### src/hw/ecc_support_pkg.sv
/*
  Constants for the error detection and buffer support unit.
  Assumes the support unit and the bench import this package whole.
*/
`default_nettype none
package ecc_support_pkg;
  // Register indices on the three index lines.
  localparam logic [2:0] IDX_CHECK = 3'h0;
  localparam logic [2:0] IDX_ERROR = 3'h1;
  localparam logic [2:0] IDX_LOW   = 3'h2;
  localparam logic [2:0] IDX_HIGH  = 3'h3;
  localparam logic [2:0] IDX_DRQ   = 3'h4;
  localparam logic [2:0] IDX_RDLT  = 3'h5;
  localparam logic [2:0] IDX_SDH   = 3'h6;
  localparam logic [2:0] IDX_CMD   = 3'h7;
  // Command byte fields.
  localparam logic [3:0] NIB_READ   = 4'h2;
  localparam logic [3:0] NIB_WRITE  = 4'h3;
  localparam logic [3:0] NIB_FORMAT = 4'h5;
  localparam int         LONG_BIT   = 1;
  // Sector, drive and head register fields.
  localparam int         SDH_ECC_BIT = 7;
  localparam int         SDH_SIZE_LO = 5;
  localparam logic [1:0] SIZE_128  = 2'h3;
  localparam logic [1:0] SIZE_256  = 2'h0;
  localparam logic [1:0] SIZE_512  = 2'h1;
  localparam logic [1:0] SIZE_1024 = 2'h2;
  // Falling tick edges that end a sector of each size.
  localparam logic [2:0] FALLS_256  = 3'h1;
  localparam logic [2:0] FALLS_512  = 3'h2;
  localparam logic [2:0] FALLS_1024 = 3'h4;
  localparam logic [2:0] EXTRA_BYTES = 3'h4;
  localparam logic [1:0] LAST_STEP   = 2'h3;
  // Reset values.
  localparam logic [7:0]  SDH_RESET  = 8'h00;
  localparam logic [7:0]  CMD_RESET  = 8'h00;
  localparam logic [17:0] SYNC_RESET = 18'h38d00;
  // Feedback tap masks, eight taps each, bit 0 always set.
  localparam logic [15:0] TAPS_A_DEF = 16'h162f;
  localparam logic [15:0] TAPS_B_DEF = 16'h8a3b;
  typedef enum logic [0:0] {
    SH_IDLE = 1'b0,
    SH_RUN  = 1'b1
  } shift_state_type;
endpackage
`default_nettype wire

### src/hw/sync_2ff.sv
/*
  Two flip-flop synchroniser for a group of pin inputs.
  Assumes each bit is a level that is stable for several clocks.
*/
`timescale 1ns/10ps
`default_nettype none
module sync_2ff #(
  parameter int           W   = 1,
  parameter logic [W-1:0] RST = '0
) (
  input  wire logic         clk,
  input  wire logic         rst_b,
  input  wire logic [W-1:0] d,
  output var  logic [W-1:0] q
);
  logic [W-1:0] meta_ff;
  always_ff @(posedge clk or negedge rst_b) begin
    if (!rst_b) begin
      meta_ff <= RST;
      q       <= RST;
    end else begin
      meta_ff <= d;
      q       <= meta_ff;
    end
  end
endmodule
`default_nettype wire

### src/hw/ecc_shift16.sv
/*
  One 16-bit check shift register, one bit per step, LSB to MSB.
  Assumes step, din and the enables come from logic on clk.
*/
`timescale 1ns/10ps
`default_nettype none
module ecc_shift16 #(
  parameter logic [15:0] TAPS = 16'h0001
) (
  input  wire logic        clk,
  input  wire logic        rst_b,
  input  wire logic        clear,
  input  wire logic        step,
  input  wire logic        din,
  input  wire logic        fb_en,
  input  wire logic        msb_en,
  output var  logic [15:0] q_ff
);
  logic        msb;
  logic [15:0] nxt_q;
  assign msb = q_ff[15] & msb_en;
  always_comb begin
    if (fb_en) begin
      nxt_q = {q_ff[14:0], 1'b0} ^ ((msb ^ din) ? TAPS : 16'h0000);
    end else begin
      // Without feedback the outgoing bit only compares with the input.
      nxt_q = {q_ff[14:0], msb ^ din};
    end
  end
  always_ff @(posedge clk or negedge rst_b) begin
    if (!rst_b) begin
      q_ff <= 16'h0000;
    end else if (clear) begin
      q_ff <= 16'h0000;
    end else if (step) begin
      q_ff <= nxt_q;
    end
  end
endmodule
`default_nettype wire

### src/hw/ecc_support_unit.sv
/*
  Error detection and buffer support unit: check generator, sector
  size counter, command, error and sector/drive/head registers.
  Assumes strobes and selects come from pins and are synchronised here.
*/
// Contract
// - Processor select alone reaches internal registers; both low is illegal.
// - Index 0 check bytes, 2/3 write address loads, read wake/overflow clears.
// - Index 4,5 set latches; 6 sets/clears multi mode; 7 command/error.
// - Command decode uses upper nibble and bit 1 only.
// - Two 16-bit shift registers with eight taps give four bytes.
// - Check computation runs on sector buffer accesses while SDH bit 7 is set, until four bytes past overflow.
// - After overflow and last byte, feedback is forced to zero.
// - Check bytes are output after overflow without RAM select.
// - On reads the syndrome is formed and held until read.
// - Long mode makes the registers plain storage for four bytes.
// - Sector/drive/head register writable; bits 6:5 choose sector size.
// - Tick counter sets overflow on fall, or rise for 128 bytes.
// - Overflow drives the limit flag and sets the feedback latch.
// - Counter clears on reset, new command or overflow clear.
// - Drive selects carry bits 4:3 or 2:1 by hard/floppy.
// - Low three register bits drive output pins directly.
// - Command write clears counters, read latch, irq; loads long flag from bit 1.
// - Wake is immediate, or after overflow or four extra bytes.
// - Command register later holds error information for the host.
// - Bytes are captured at strobe end under three conditions.
// - Strobes are synchronised before shifting starts.
// - Two bits per clock, four clocks per byte after capture.
// - Wake stays set until the wake clear command.
// - Data request set by processor or write/format command; cleared at sector end, or four bytes later in long mode.
`timescale 1ns/10ps
`default_nettype none
module ecc_support_unit
  import ecc_support_pkg::*;
#(
  parameter logic [15:0] TAPS_A = TAPS_A_DEF,
  parameter logic [15:0] TAPS_B = TAPS_B_DEF
) (
  input  wire logic       clk,
  input  wire logic       rst_b,
  input  wire logic       master_reset_in_b,
  input  wire logic       processor_select_b,
  input  wire logic       host_select_b,
  input  wire logic [2:0] register_index,
  input  wire logic       read_strobe_b,
  input  wire logic       write_strobe_b,
  input  wire logic [7:0] data_in,
  output var  logic [7:0] data_out,
  output var  logic       data_oe_b,
  input  wire logic       block_count_tick,
  input  wire logic       buffer_select_b,
  output var  logic       low_addr_load,
  output var  logic       high_addr_load,
  output var  logic       ram_select_b,
  output var  logic       counter_clear_out,
  output var  logic       buffer_limit_flag,
  output var  logic       processor_wake,
  output var  logic       host_data_request,
  output var  logic       host_irq,
  output var  logic       hard_floppy_sel,
  output var  logic       drive_sel_0,
  output var  logic       drive_sel_1,
  output var  logic [2:0] sdh_low,
  output var  logic       long_flag,
  output var  logic       multi_mode,
  output var  logic       read_latch
);
  logic [17:0] syn;
  logic        mr_s, ps_s, hs_s, rd_s, wr_s, tick_s, bcs_s;
  logic [2:0]  idx_s;
  logic [7:0]  din_s;
  logic        cp_sel, host_sel;
  logic        rd_q_ff, wr_q_ff, tick_q_ff, trig_q_ff;
  logic        acc_cp_ff, acc_host_ff, acc_bcs_ff;
  logic [2:0]  acc_idx_ff;
  logic [7:0]  wr_data_ff;
  logic        rd_end, wr_end, cp_rd, cp_wr, host_rd, host_wr;
  logic        cmd_wr, err_wr, sdh_wr, wake_clr, ovf_clr, is_wf;
  logic [7:0]  sdh_ff, cmd_ff, data_out_ff, sh_byte_ff;
  logic [2:0]  tick_cnt_ff, extra_ff, target;
  logic        count_overflow_ff, fb_inhibit_ff, four_extra, trig, trig_evt;
  logic        rise, fall, internal_buffer_select, cap, drive;
  logic        wake_ff, pend_ff, drq_ff, irq_ff, multi_ff, rdlt_ff;
  logic        low_ff, high_ff, cmr_ff, rcs_b_ff, oe_b_ff;
  logic        own_rd;
  logic [3:0]  clr_dly_ff;
  logic [1:0]  step_ff;
  shift_state_type state_ff;
  logic [15:0] reg_a, reg_b;
  logic [7:0]  chk_byte;
  logic        shifting;

  sync_2ff #(
    .W   (18),
    .RST (SYNC_RESET)
  ) u_sync (
    .clk   (clk),
    .rst_b (rst_b),
    .d     ({master_reset_in_b, processor_select_b, host_select_b,
             register_index, read_strobe_b, write_strobe_b,
             block_count_tick, buffer_select_b, data_in}),
    .q     (syn)
  );
  assign mr_s   = ~syn[17];
  assign ps_s   = ~syn[16];
  assign hs_s   = ~syn[15];
  assign idx_s  = syn[14:12];
  assign rd_s   = ~syn[11];
  assign wr_s   = ~syn[10];
  assign tick_s = syn[9];
  assign bcs_s  = ~syn[8];
  assign din_s  = syn[7:0];

  assign cp_sel   = ps_s & ~hs_s;
  assign host_sel = hs_s & ~ps_s;

  // Address and data are held from the strobe's active cycles, so a
  // late change of the index lines cannot redirect the access.
  always_ff @(posedge clk or negedge rst_b) begin
    if (!rst_b) begin
      acc_cp_ff   <= 1'b0;
      acc_host_ff <= 1'b0;
      acc_bcs_ff  <= 1'b0;
      acc_idx_ff  <= IDX_CHECK;
      wr_data_ff  <= 8'h00;
    end else if (rd_s | wr_s) begin
      acc_cp_ff   <= cp_sel;
      acc_host_ff <= host_sel;
      acc_bcs_ff  <= bcs_s;
      acc_idx_ff  <= idx_s;
      wr_data_ff  <= din_s;
    end
  end

  always_ff @(posedge clk or negedge rst_b) begin
    if (!rst_b) begin
      rd_q_ff   <= 1'b0;
      wr_q_ff   <= 1'b0;
      tick_q_ff <= 1'b0;
      trig_q_ff <= 1'b0;
    end else begin
      rd_q_ff   <= rd_s;
      wr_q_ff   <= wr_s;
      tick_q_ff <= tick_s;
      trig_q_ff <= trig;
    end
  end

  assign rd_end  = rd_q_ff & ~rd_s;
  assign wr_end  = wr_q_ff & ~wr_s;
  assign cp_rd   = rd_end & acc_cp_ff;
  assign cp_wr   = wr_end & acc_cp_ff;
  assign host_rd = rd_end & acc_host_ff;
  assign host_wr = wr_end & acc_host_ff;

  assign wake_clr = cp_rd & (acc_idx_ff == IDX_LOW);
  assign ovf_clr = mr_s | cmd_wr | (cp_rd & (acc_idx_ff == IDX_HIGH));
  assign cmd_wr  = host_wr & (acc_idx_ff == IDX_CMD);
  assign err_wr  = cp_wr & (acc_idx_ff == IDX_CMD);
  assign sdh_wr  = host_wr & (acc_idx_ff == IDX_SDH);
  assign is_wf   = (wr_data_ff[7:4] == NIB_WRITE) |
                   (wr_data_ff[7:4] == NIB_FORMAT);

  always_ff @(posedge clk or negedge rst_b) begin
    if (!rst_b) begin
      low_ff  <= 1'b0;
      high_ff <= 1'b0;
      cmr_ff  <= 1'b0;
      clr_dly_ff <= 4'h0;
    end else begin
      low_ff  <= cp_wr & (acc_idx_ff == IDX_LOW);
      high_ff <= cp_wr & (acc_idx_ff == IDX_HIGH);
      cmr_ff  <= mr_s | cmd_wr;
      // The tick falls when the far counter obeys our clear; that fall
      // arrives late through the synchroniser and must not be counted.
      clr_dly_ff <= {clr_dly_ff[2:0], cmr_ff};
    end
  end

  always_ff @(posedge clk or negedge rst_b) begin
    if (!rst_b) begin
      sdh_ff <= SDH_RESET;
    end else if (sdh_wr) begin
      sdh_ff <= wr_data_ff;
    end
  end

  always_ff @(posedge clk or negedge rst_b) begin
    if (!rst_b) begin
      cmd_ff <= CMD_RESET;
    end else if (cmd_wr | err_wr) begin
      cmd_ff <= wr_data_ff;
    end
  end

  always_ff @(posedge clk or negedge rst_b) begin
    if (!rst_b) begin
      long_flag <= 1'b0;
    end else if (cmd_wr) begin
      long_flag <= wr_data_ff[LONG_BIT];
    end
  end

  always_ff @(posedge clk or negedge rst_b) begin
    if (!rst_b) begin
      multi_ff <= 1'b0;
      rdlt_ff  <= 1'b0;
    end else begin
      if (cp_wr & (acc_idx_ff == IDX_SDH)) begin
        multi_ff <= 1'b1;
      end else if (mr_s | (cp_rd & (acc_idx_ff == IDX_SDH))) begin
        multi_ff <= 1'b0;
      end
      if (cp_wr & (acc_idx_ff == IDX_RDLT)) begin
        rdlt_ff <= 1'b1;
      end else if (mr_s | cmd_wr) begin
        rdlt_ff <= 1'b0;
      end
    end
  end

  assign rise = tick_s & ~tick_q_ff;
  assign fall = tick_q_ff & ~tick_s & ~(|clr_dly_ff);
  always_comb begin
    unique case (sdh_ff[SDH_SIZE_LO +: 2])
      SIZE_256: target = FALLS_256;
      SIZE_512: target = FALLS_512;
      SIZE_1024: target = FALLS_1024;
      SIZE_128: target = FALLS_256;
    endcase
  end
  always_ff @(posedge clk or negedge rst_b) begin
    if (!rst_b) begin
      tick_cnt_ff <= 3'h0;
      count_overflow_ff     <= 1'b0;
    end else if (ovf_clr) begin
      tick_cnt_ff <= 3'h0;
      count_overflow_ff     <= 1'b0;
    end else if (sdh_ff[SDH_SIZE_LO +: 2] == SIZE_128) begin
      if (rise) begin
        count_overflow_ff <= 1'b1;
      end
    end else if (fall & ~count_overflow_ff) begin
      tick_cnt_ff <= tick_cnt_ff + 3'h1;
      if (tick_cnt_ff + 3'h1 == target) begin
        count_overflow_ff <= 1'b1;
      end
    end
  end

  ecc_shift16 #(
    .TAPS (TAPS_A)
  ) u_reg_a (
    .clk    (clk),
    .rst_b  (rst_b),
    .clear  (cmd_wr),
    .step   (shifting),
    .din    (sh_byte_ff[0]),
    .fb_en  (~fb_inhibit_ff),
    .msb_en (~(long_flag & fb_inhibit_ff)),
    .q_ff   (reg_a)
  );
  ecc_shift16 #(
    .TAPS (TAPS_B)
  ) u_reg_b (
    .clk    (clk),
    .rst_b  (rst_b),
    .clear  (cmd_wr),
    .step   (shifting),
    .din    (sh_byte_ff[1]),
    .fb_en  (~fb_inhibit_ff),
    .msb_en (~(long_flag & fb_inhibit_ff)),
    .q_ff   (reg_b)
  );
  // The bits that leave the MSBs in the next four steps form one byte.
  assign chk_byte = {reg_b[12], reg_a[12], reg_b[13], reg_a[13],
                     reg_b[14], reg_a[14], reg_b[15], reg_a[15]};

  assign internal_buffer_select = acc_bcs_ff | ((acc_cp_ff | acc_host_ff) &
                (acc_idx_ff == IDX_CHECK));
  assign four_extra = (extra_ff == EXTRA_BYTES);
  assign cap = ((rd_end | wr_end) & sdh_ff[SDH_ECC_BIT] & internal_buffer_select &
               ~four_extra) | (cp_rd & (acc_idx_ff == IDX_CHECK) &
               count_overflow_ff);
  assign shifting = (state_ff == SH_RUN);
  assign own_rd   = rd_end & (acc_idx_ff == IDX_CHECK) &
                    (acc_cp_ff | (acc_host_ff & count_overflow_ff));

  always_ff @(posedge clk or negedge rst_b) begin
    if (!rst_b) begin
      state_ff   <= SH_IDLE;
      step_ff    <= 2'h0;
      sh_byte_ff <= 8'h00;
    end else begin
      unique case (state_ff)
        SH_IDLE: begin
          if (cap) begin
            state_ff   <= SH_RUN;
            step_ff    <= 2'h0;
            // A read of our own port recirculates the byte we drove.
            sh_byte_ff <= own_rd ? data_out_ff : wr_data_ff;
          end
        end
        SH_RUN: begin
          sh_byte_ff <= {2'h0, sh_byte_ff[7:2]};
          step_ff    <= step_ff + 2'h1;
          if (step_ff == LAST_STEP) begin
            state_ff <= SH_IDLE;
          end
        end
      endcase
    end
  end

  always_ff @(posedge clk or negedge rst_b) begin
    if (!rst_b) begin
      fb_inhibit_ff <= 1'b0;
      extra_ff      <= 3'h0;
    end else if (ovf_clr) begin
      fb_inhibit_ff <= 1'b0;
      extra_ff      <= 3'h0;
    end else begin
      if (count_overflow_ff & ~shifting & ~cap) begin
        fb_inhibit_ff <= 1'b1;
      end
      if (fb_inhibit_ff & cap & ~four_extra) begin
        extra_ff <= extra_ff + 3'h1;
      end
    end
  end

  assign trig     = long_flag ? four_extra : count_overflow_ff;
  assign trig_evt = trig & ~trig_q_ff;

  always_ff @(posedge clk or negedge rst_b) begin
    if (!rst_b) begin
      wake_ff <= 1'b0;
      pend_ff <= 1'b0;
    end else begin
      if (mr_s | (cmd_wr & ~is_wf) | (pend_ff & trig)) begin
        wake_ff <= 1'b1;
      end else if (wake_clr) begin
        wake_ff <= 1'b0;
      end
      if (cmd_wr & is_wf) begin
        pend_ff <= 1'b1;
      end else if (mr_s | cmd_wr | trig) begin
        pend_ff <= 1'b0;
      end
    end
  end

  always_ff @(posedge clk or negedge rst_b) begin
    if (!rst_b) begin
      drq_ff <= 1'b0;
    end else if ((cp_wr & (acc_idx_ff == IDX_DRQ)) | (cmd_wr & is_wf)) begin
      drq_ff <= 1'b1;
    end else if (mr_s | trig_evt) begin
      drq_ff <= 1'b0;
    end
  end

  always_ff @(posedge clk or negedge rst_b) begin
    if (!rst_b) begin
      irq_ff <= 1'b0;
    end else if (err_wr) begin
      irq_ff <= 1'b1;
    end else if (mr_s | cmd_wr) begin
      irq_ff <= 1'b0;
    end
  end

  assign drive = rd_s & ((cp_sel & ((idx_s == IDX_CHECK) |
                 (idx_s == IDX_CMD))) | (host_sel & (idx_s == IDX_ERROR)) |
                 (host_sel & (idx_s == IDX_CHECK) & count_overflow_ff));
  always_ff @(posedge clk or negedge rst_b) begin
    if (!rst_b) begin
      data_out_ff <= 8'h00;
      oe_b_ff     <= 1'b1;
      rcs_b_ff    <= 1'b1;
    end else begin
      oe_b_ff  <= ~drive;
      rcs_b_ff <= ~(~count_overflow_ff & ((host_sel & (idx_s == IDX_CHECK)) | bcs_s));
      if (drive) begin
        data_out_ff <= (idx_s == IDX_CHECK) ? chk_byte : cmd_ff;
      end
    end
  end

  assign data_out          = data_out_ff;
  assign data_oe_b         = oe_b_ff;
  assign ram_select_b      = rcs_b_ff;
  assign low_addr_load     = low_ff;
  assign high_addr_load    = high_ff;
  assign counter_clear_out = cmr_ff;
  assign buffer_limit_flag = count_overflow_ff;
  assign processor_wake    = wake_ff;
  assign host_data_request = drq_ff;
  assign host_irq          = irq_ff;
  assign multi_mode        = multi_ff;
  assign read_latch        = rdlt_ff;
  assign hard_floppy_sel = ~(sdh_ff[4] & sdh_ff[3]);
  assign drive_sel_1     = hard_floppy_sel ? sdh_ff[4] : sdh_ff[2];
  assign drive_sel_0     = hard_floppy_sel ? sdh_ff[3] : sdh_ff[1];
  assign sdh_low = sdh_ff[2:0];

  chk_no_select: assert property (@(posedge clk) disable iff (!rst_b)
    !(ps_s ^ hs_s) |=> data_oe_b)
    else $error("Bus driven without a single select.");
  chk_low_load: assert property (@(posedge clk) disable iff (!rst_b)
    (cp_wr && acc_idx_ff == IDX_LOW) |=> low_addr_load ##1 !low_addr_load)
    else $error("Low address load pulse wrong.");
  chk_multi_clear: assert property (@(posedge clk) disable iff (!rst_b)
    (cp_rd && acc_idx_ff == IDX_SDH) |=> !multi_mode)
    else $error("Multiple mode not cleared.");
  chk_write_drq: assert property (@(posedge clk) disable iff (!rst_b)
    (cmd_wr && wr_data_ff[7:4] == NIB_WRITE) |=> host_data_request)
    else $error("Write command did not request data.");
  chk_byte_steps: assert property (@(posedge clk) disable iff (!rst_b)
    (cap && !shifting) |=> shifting[*4] ##1 !shifting)
    else $error("Byte did not take four steps.");
  chk_inhibit_cause: assert property (@(posedge clk) disable iff (!rst_b)
    fb_inhibit_ff |-> buffer_limit_flag)
    else $error("Feedback inhibited without overflow.");
  chk_small_sector: assert property (@(posedge clk) disable iff (!rst_b)
    (sdh_ff[6:5] == SIZE_128 && rise && !ovf_clr) |=> buffer_limit_flag)
    else $error("Small sector did not overflow on rise.");
  chk_cmd_clears: assert property (@(posedge clk) disable iff (!rst_b)
    cmd_wr |=> !buffer_limit_flag && counter_clear_out && !host_irq
      && !read_latch)
    else $error("Command write did not clear state.");
  chk_wake_hold: assert property (@(posedge clk) disable iff (!rst_b)
    (processor_wake && !wake_clr) |=> processor_wake)
    else $error("Wake dropped without clear command.");
  cov_overflow: cover property (@(posedge clk) disable iff (!rst_b)
    $rose(buffer_limit_flag));
  cov_extra: cover property (@(posedge clk) disable iff (!rst_b)
    $rose(four_extra) && long_flag);
  cov_check_read: cover property (@(posedge clk) disable iff (!rst_b)
    cp_rd && acc_idx_ff == IDX_CHECK && fb_inhibit_ff);
endmodule
`default_nettype wire

### config.mk
export PLATFORM = sky130hd
export DESIGN_NAME = ecc_support_unit
export DESIGN_NICKNAME = d
export VERILOG_FILES = /design/src/hw/ecc_support_pkg.sv /design/src/hw/sync_2ff.sv /design/src/hw/ecc_shift16.sv /design/src/hw/ecc_support_unit.sv
export SDC_FILE = /design/constraint.sdc
export NUM_CORES = 1
export LEC_CHECK = 0
export BUFFER_PORTS_ARGS = -buffer_cell sky130_fd_sc_hd__buf_2
export CAP_MARGIN = 20
export CORE_MARGIN = 10
export CORE_UTILIZATION = 35
export DETAILED_ROUTE_END_ITERATION = 6
export PLACE_DENSITY = 0.54
export SETUP_SLACK_MARGIN = 0.2
export SYNTH_ARGS = -nofsm -noshare
export SYNTH_HDL_FRONTEND = slang
export SYNTH_HIERARCHICAL = 1
export SYNTH_SLANG_ARGS = --single-unit
### constraint.sdc
create_clock -name clk -period 2.65 [get_ports clk]
set_input_delay 0 -clock clk [delete_from_list [all_inputs] [get_ports clk]]
set_output_delay 0 -clock clk [all_outputs]
set_load 0.05 [all_outputs]
==> reports/qor.log <==
INFO  grt            grt_overflow_total=0
INFO  layout         n_fill_cell=1,555
INFO  power          ir_worst_vdd=0.460mV
INFO  routing        routed_via_density=4.91
INFO  floorplanning  die_width=151um
INFO  timing         max_freq=0.469GHz
INFO  grt            antenna_found_initial=0
INFO  layout         layout-drive-gt1-share=25.3%
INFO  clocking       htree_levels=4
INFO  timing         slew_viol_final=0
INFO  status         status=finished clean
INFO  worst_setup_path crit_path_end_kind=register
INFO  synthesis      synth_top_cells_by_area=sky130_fd_sc_hd__dfrtp_1 55%, sky130_fd_sc_hd__dfstp_2 6.1%, sky130_fd_sc_hd__mux2_2 6.0%
INFO  clocking       cts.clk_slew.worst_paths=0.06ns
INFO  grt            grt_util_all_layers=11.3%
INFO  floorplanning  dieArea=22,800squm
INFO  clocking       clk-insertion-delay-late=0.42ns
INFO  synthesis      synthDominantAreaCellType=sky130_fd_sc_hd__dfrtp_1
INFO  clocking       cts_post_setup_buffers_inserted=0
INFO  synthesis      async_flop_share=100%
INFO  worst_setup_path worstRegToRegCells=5
INFO  layout         area_growth=20.5%
INFO  worst_setup_path required=2.93ns
INFO  floorplanning  num_rows=47
INFO  synthesis      post_synth_cell_types=51
INFO  worst_setup_path cp.arrival=2.41ns
INFO  synthesis      synthDominantCellAreaShare=54.5%
INFO  layout         final_antenna_diode_count=0
INFO  synthesis      syn_avg_cell_area=12.5squm
INFO  place          hpwlAfterDp=8.17mm
INFO  clocking       tritoncts=done
INFO  synthesis      synth.yosys.warnings=6
INFO  timing         rsz0062_at_grt=no
INFO  place          place.port_buffers=45
INFO  clocking       root_buffer=sky130_fd_sc_hd__clkbuf_16
INFO  synthesis      synth_top_cells_by_count=131 x sky130_fd_sc_hd__dfrtp_1, 56 x sky130_fd_sc_hd__nor2_1, 33 x sky130_fd_sc_hd__mux2i_1
INFO  power          power.density=953nW/um^2
INFO  timing         setup-violations-final=0
INFO  timing         timing_worst_slew_pin_value=0.718ns
INFO  synthesis      synthesis.area=6010squm
INFO  power          total_power=6.91mW
INFO  timing         fin_crit_sh=80.4%
INFO  timing         final_hold_viol_count=0
INFO  synthesis      synthCells=482
INFO  layout         nNetsFinal=583
INFO  routing        antenna_left=0
INFO  worst_setup_path regToRegEndpoint=extra_ff[2]
INFO  routing        iteration_0_drc_count_of_the_detailed_router=215
INFO  grt            grt_pass1_wl=20.3mm
INFO  worst_setup_path critPathKind=register to register
INFO  synthesis      postSynthNetCount=509
INFO  clocking       clock-sinks=145
INFO  floorplanning  fp.coreArea=16,700squm
INFO  routing        drt_pass1_iterations=6
INFO  worst_setup_path worst-r2r-setup-slack=0.52ns
INFO  floorplanning  num_io_pins=46
INFO  routing        drt_drc_violations_left=0
INFO  timing         tns=0ns
INFO  min_path       min-delay-path-class=input pin to async pin
INFO  worst_setup_path worst_r2r_startpoint=acc_idx_ff[2]
INFO  place          gp_congestion=0.752
INFO  timing         period_needed=2.13ns
INFO  flow_run       cap_violations=0
INFO  floorplanning  dieHeight=151um
INFO  worst_setup_path critical_path_peak_fanout=18
INFO  synthesis      synthFlopType=sky130_fd_sc_hd__dfrtp_1
INFO  synthesis      synth_most_common_cell=sky130_fd_sc_hd__dfrtp_1
INFO  grt            largest_net_degree_at_the_start_of_global_routing=65
INFO  routing        num_vias=3,875
INFO  timing         clock-skew-final=0.00974ns
INFO  routing        totalWireLength=12.1mm
INFO  power          p_leak=3.14nW
INFO  timing         relSlewSlack=52.0%
INFO  clocking       maximum_buffer_depth_of_the_clock_tree=2
INFO  synthesis      edff_count_synth=0
INFO  synthesis      count_of_state_elements_after_synthesis=145
INFO  floorplanning  initial_core_util=36.0%
INFO  worst_setup_path critPathLaunchType=register
INFO  grt            first_global_vias=3,955
INFO  clocking       cts_inserted_buffers=17
INFO  synthesis      portion_of_the_post_synthesis_area_used_by_sequential_elements=60.6%
INFO  routing        dr_wl_cell=15.3um
==> state kept, by name (all words and copies together) (netlist names), 16 cells and up <==
signal and cells:
u_sync/q 18, u_reg_b/q_ff 16, u_reg_a/q_ff 16, u_sync/meta_ff 18
==> cells in the final DEF (no fill, tap or decap), types with 14 or more instances in the layout <==
| master | n |
|---|---|
| sky130_fd_sc_hd__dlygate4sd3_1 | 19 |
| sky130_fd_sc_hd__a2111oi_0 | 14 |
| sky130_fd_sc_hd__buf_2 | 44 |
| sky130_fd_sc_hd__nand2_1 | 31 |
| sky130_fd_sc_hd__nor2_1 | 55 |
| sky130_fd_sc_hd__mux2i_1 | 33 |
| sky130_fd_sc_hd__clkbuf_16 | 17 |
| sky130_fd_sc_hd__inv_1 | 16 |
| sky130_fd_sc_hd__dfstp_2 | 14 |
| sky130_fd_sc_hd__dfrtp_1 | 130 |
| sky130_fd_sc_hd__mux2_2 | 32 |
| sky130_fd_sc_hd__and2_1 | 16 |
| sky130_fd_sc_hd__a2111oi_1 | 14 |
==> where the power goes <==
part	internal [mW]	total, mW	leakage (nW)	switching (mW)
Sequential	2.70	3.11	1.74	0.407
Clock	1.26	2.25	0.270	0.994
Combinational	0.658	1.55	1.14	0.892
Total	4.61	6.91	3.14	2.29
==> layout make-up <==
type | count | area, sq um | area share (%)
flip-flops and latches | 145 | 3650 | 50.3
multi-input cells | 304 | 2210 | 30.5
repair buffers | 72 | 494 | 6.82
clock buffers | 19 | 443 | 6.11
well taps | 220 | 275 | 3.80
clock inverters | 13 | 119 | 1.64
inverters | 16 | 60.1 | 0.829
==> metrics by stage <==
step                      instances  cell area [sq um]  hold WS (ns)  utilization [%]  setup slack [ns]
after CTS                       789               7250        0.0580             43.4             0.522
after global routing            789               7250        0.0922             43.4             0.411
final                           789               7250        0.0546             43.4             0.520
after detailed placement        738               6490       -0.0610             38.9             0.530
after global placement          738               6490       -0.0657             38.9             0.587
after floorplan                 482               6010        -0.296                -             0.473
==> layer usage <==
layer | share of wire [%] | vias up | global-route usage, %
met2 | 46 | 55 | 17.0
met1 | 50 | 1933 | 15.0
li1 | - | 1877 | -
met5 | 0 | - | 0
met4 | 1.2 | 0 | 4.67
met3 | 3.0 | 10 | 3.40
==> cell families after synthesis <==
| family | synth area share (%) |
|---|---|
| buf+inv | 2.68 |
| xor+xnor | 1.02 |
| fa+ha+maj | 1.46 |
| compound gates | 10.8 |
| flops | 60.6 |
| mux | 11.5 |
| simple gates | 11.9 |
==> critical path, cell delays in order (launching register included) <==
cell	delay, ns
sky130_fd_sc_hd__dfrtp_1	0.45
sky130_fd_sc_hd__or3_4	0.46
sky130_fd_sc_hd__o21bai_4	0.17
sky130_fd_sc_hd__a41oi_4	0.36
sky130_fd_sc_hd__o311ai_1	0.43
sky130_fd_sc_hd__o41ai_2	0.12
==> repair_timing <==
action                    CTS  global route
hold buffers               19             0
hold endpoints to repair  118             0
gates resized for setup     0             0
==> worst max path at each step <==
stage / cells after the start / start / slack [ns] / endpoint
floorplan: 8 / u_sync/q[10] / 0.47 / extra_ff[2]
global placement: 5 / acc_idx_ff[2] / 0.59 / extra_ff[2]
detailed placement: 5 / acc_idx_ff[2] / 0.53 / extra_ff[2]
CTS: 5 / acc_idx_ff[2] / 0.52 / extra_ff[2]
global route: 5 / sdh_ff[5] / 0.41 / buffer_limit_flag
finish: 5 / acc_idx_ff[2] / 0.52 / extra_ff[2]
Power figures use the tool's default switching activity.
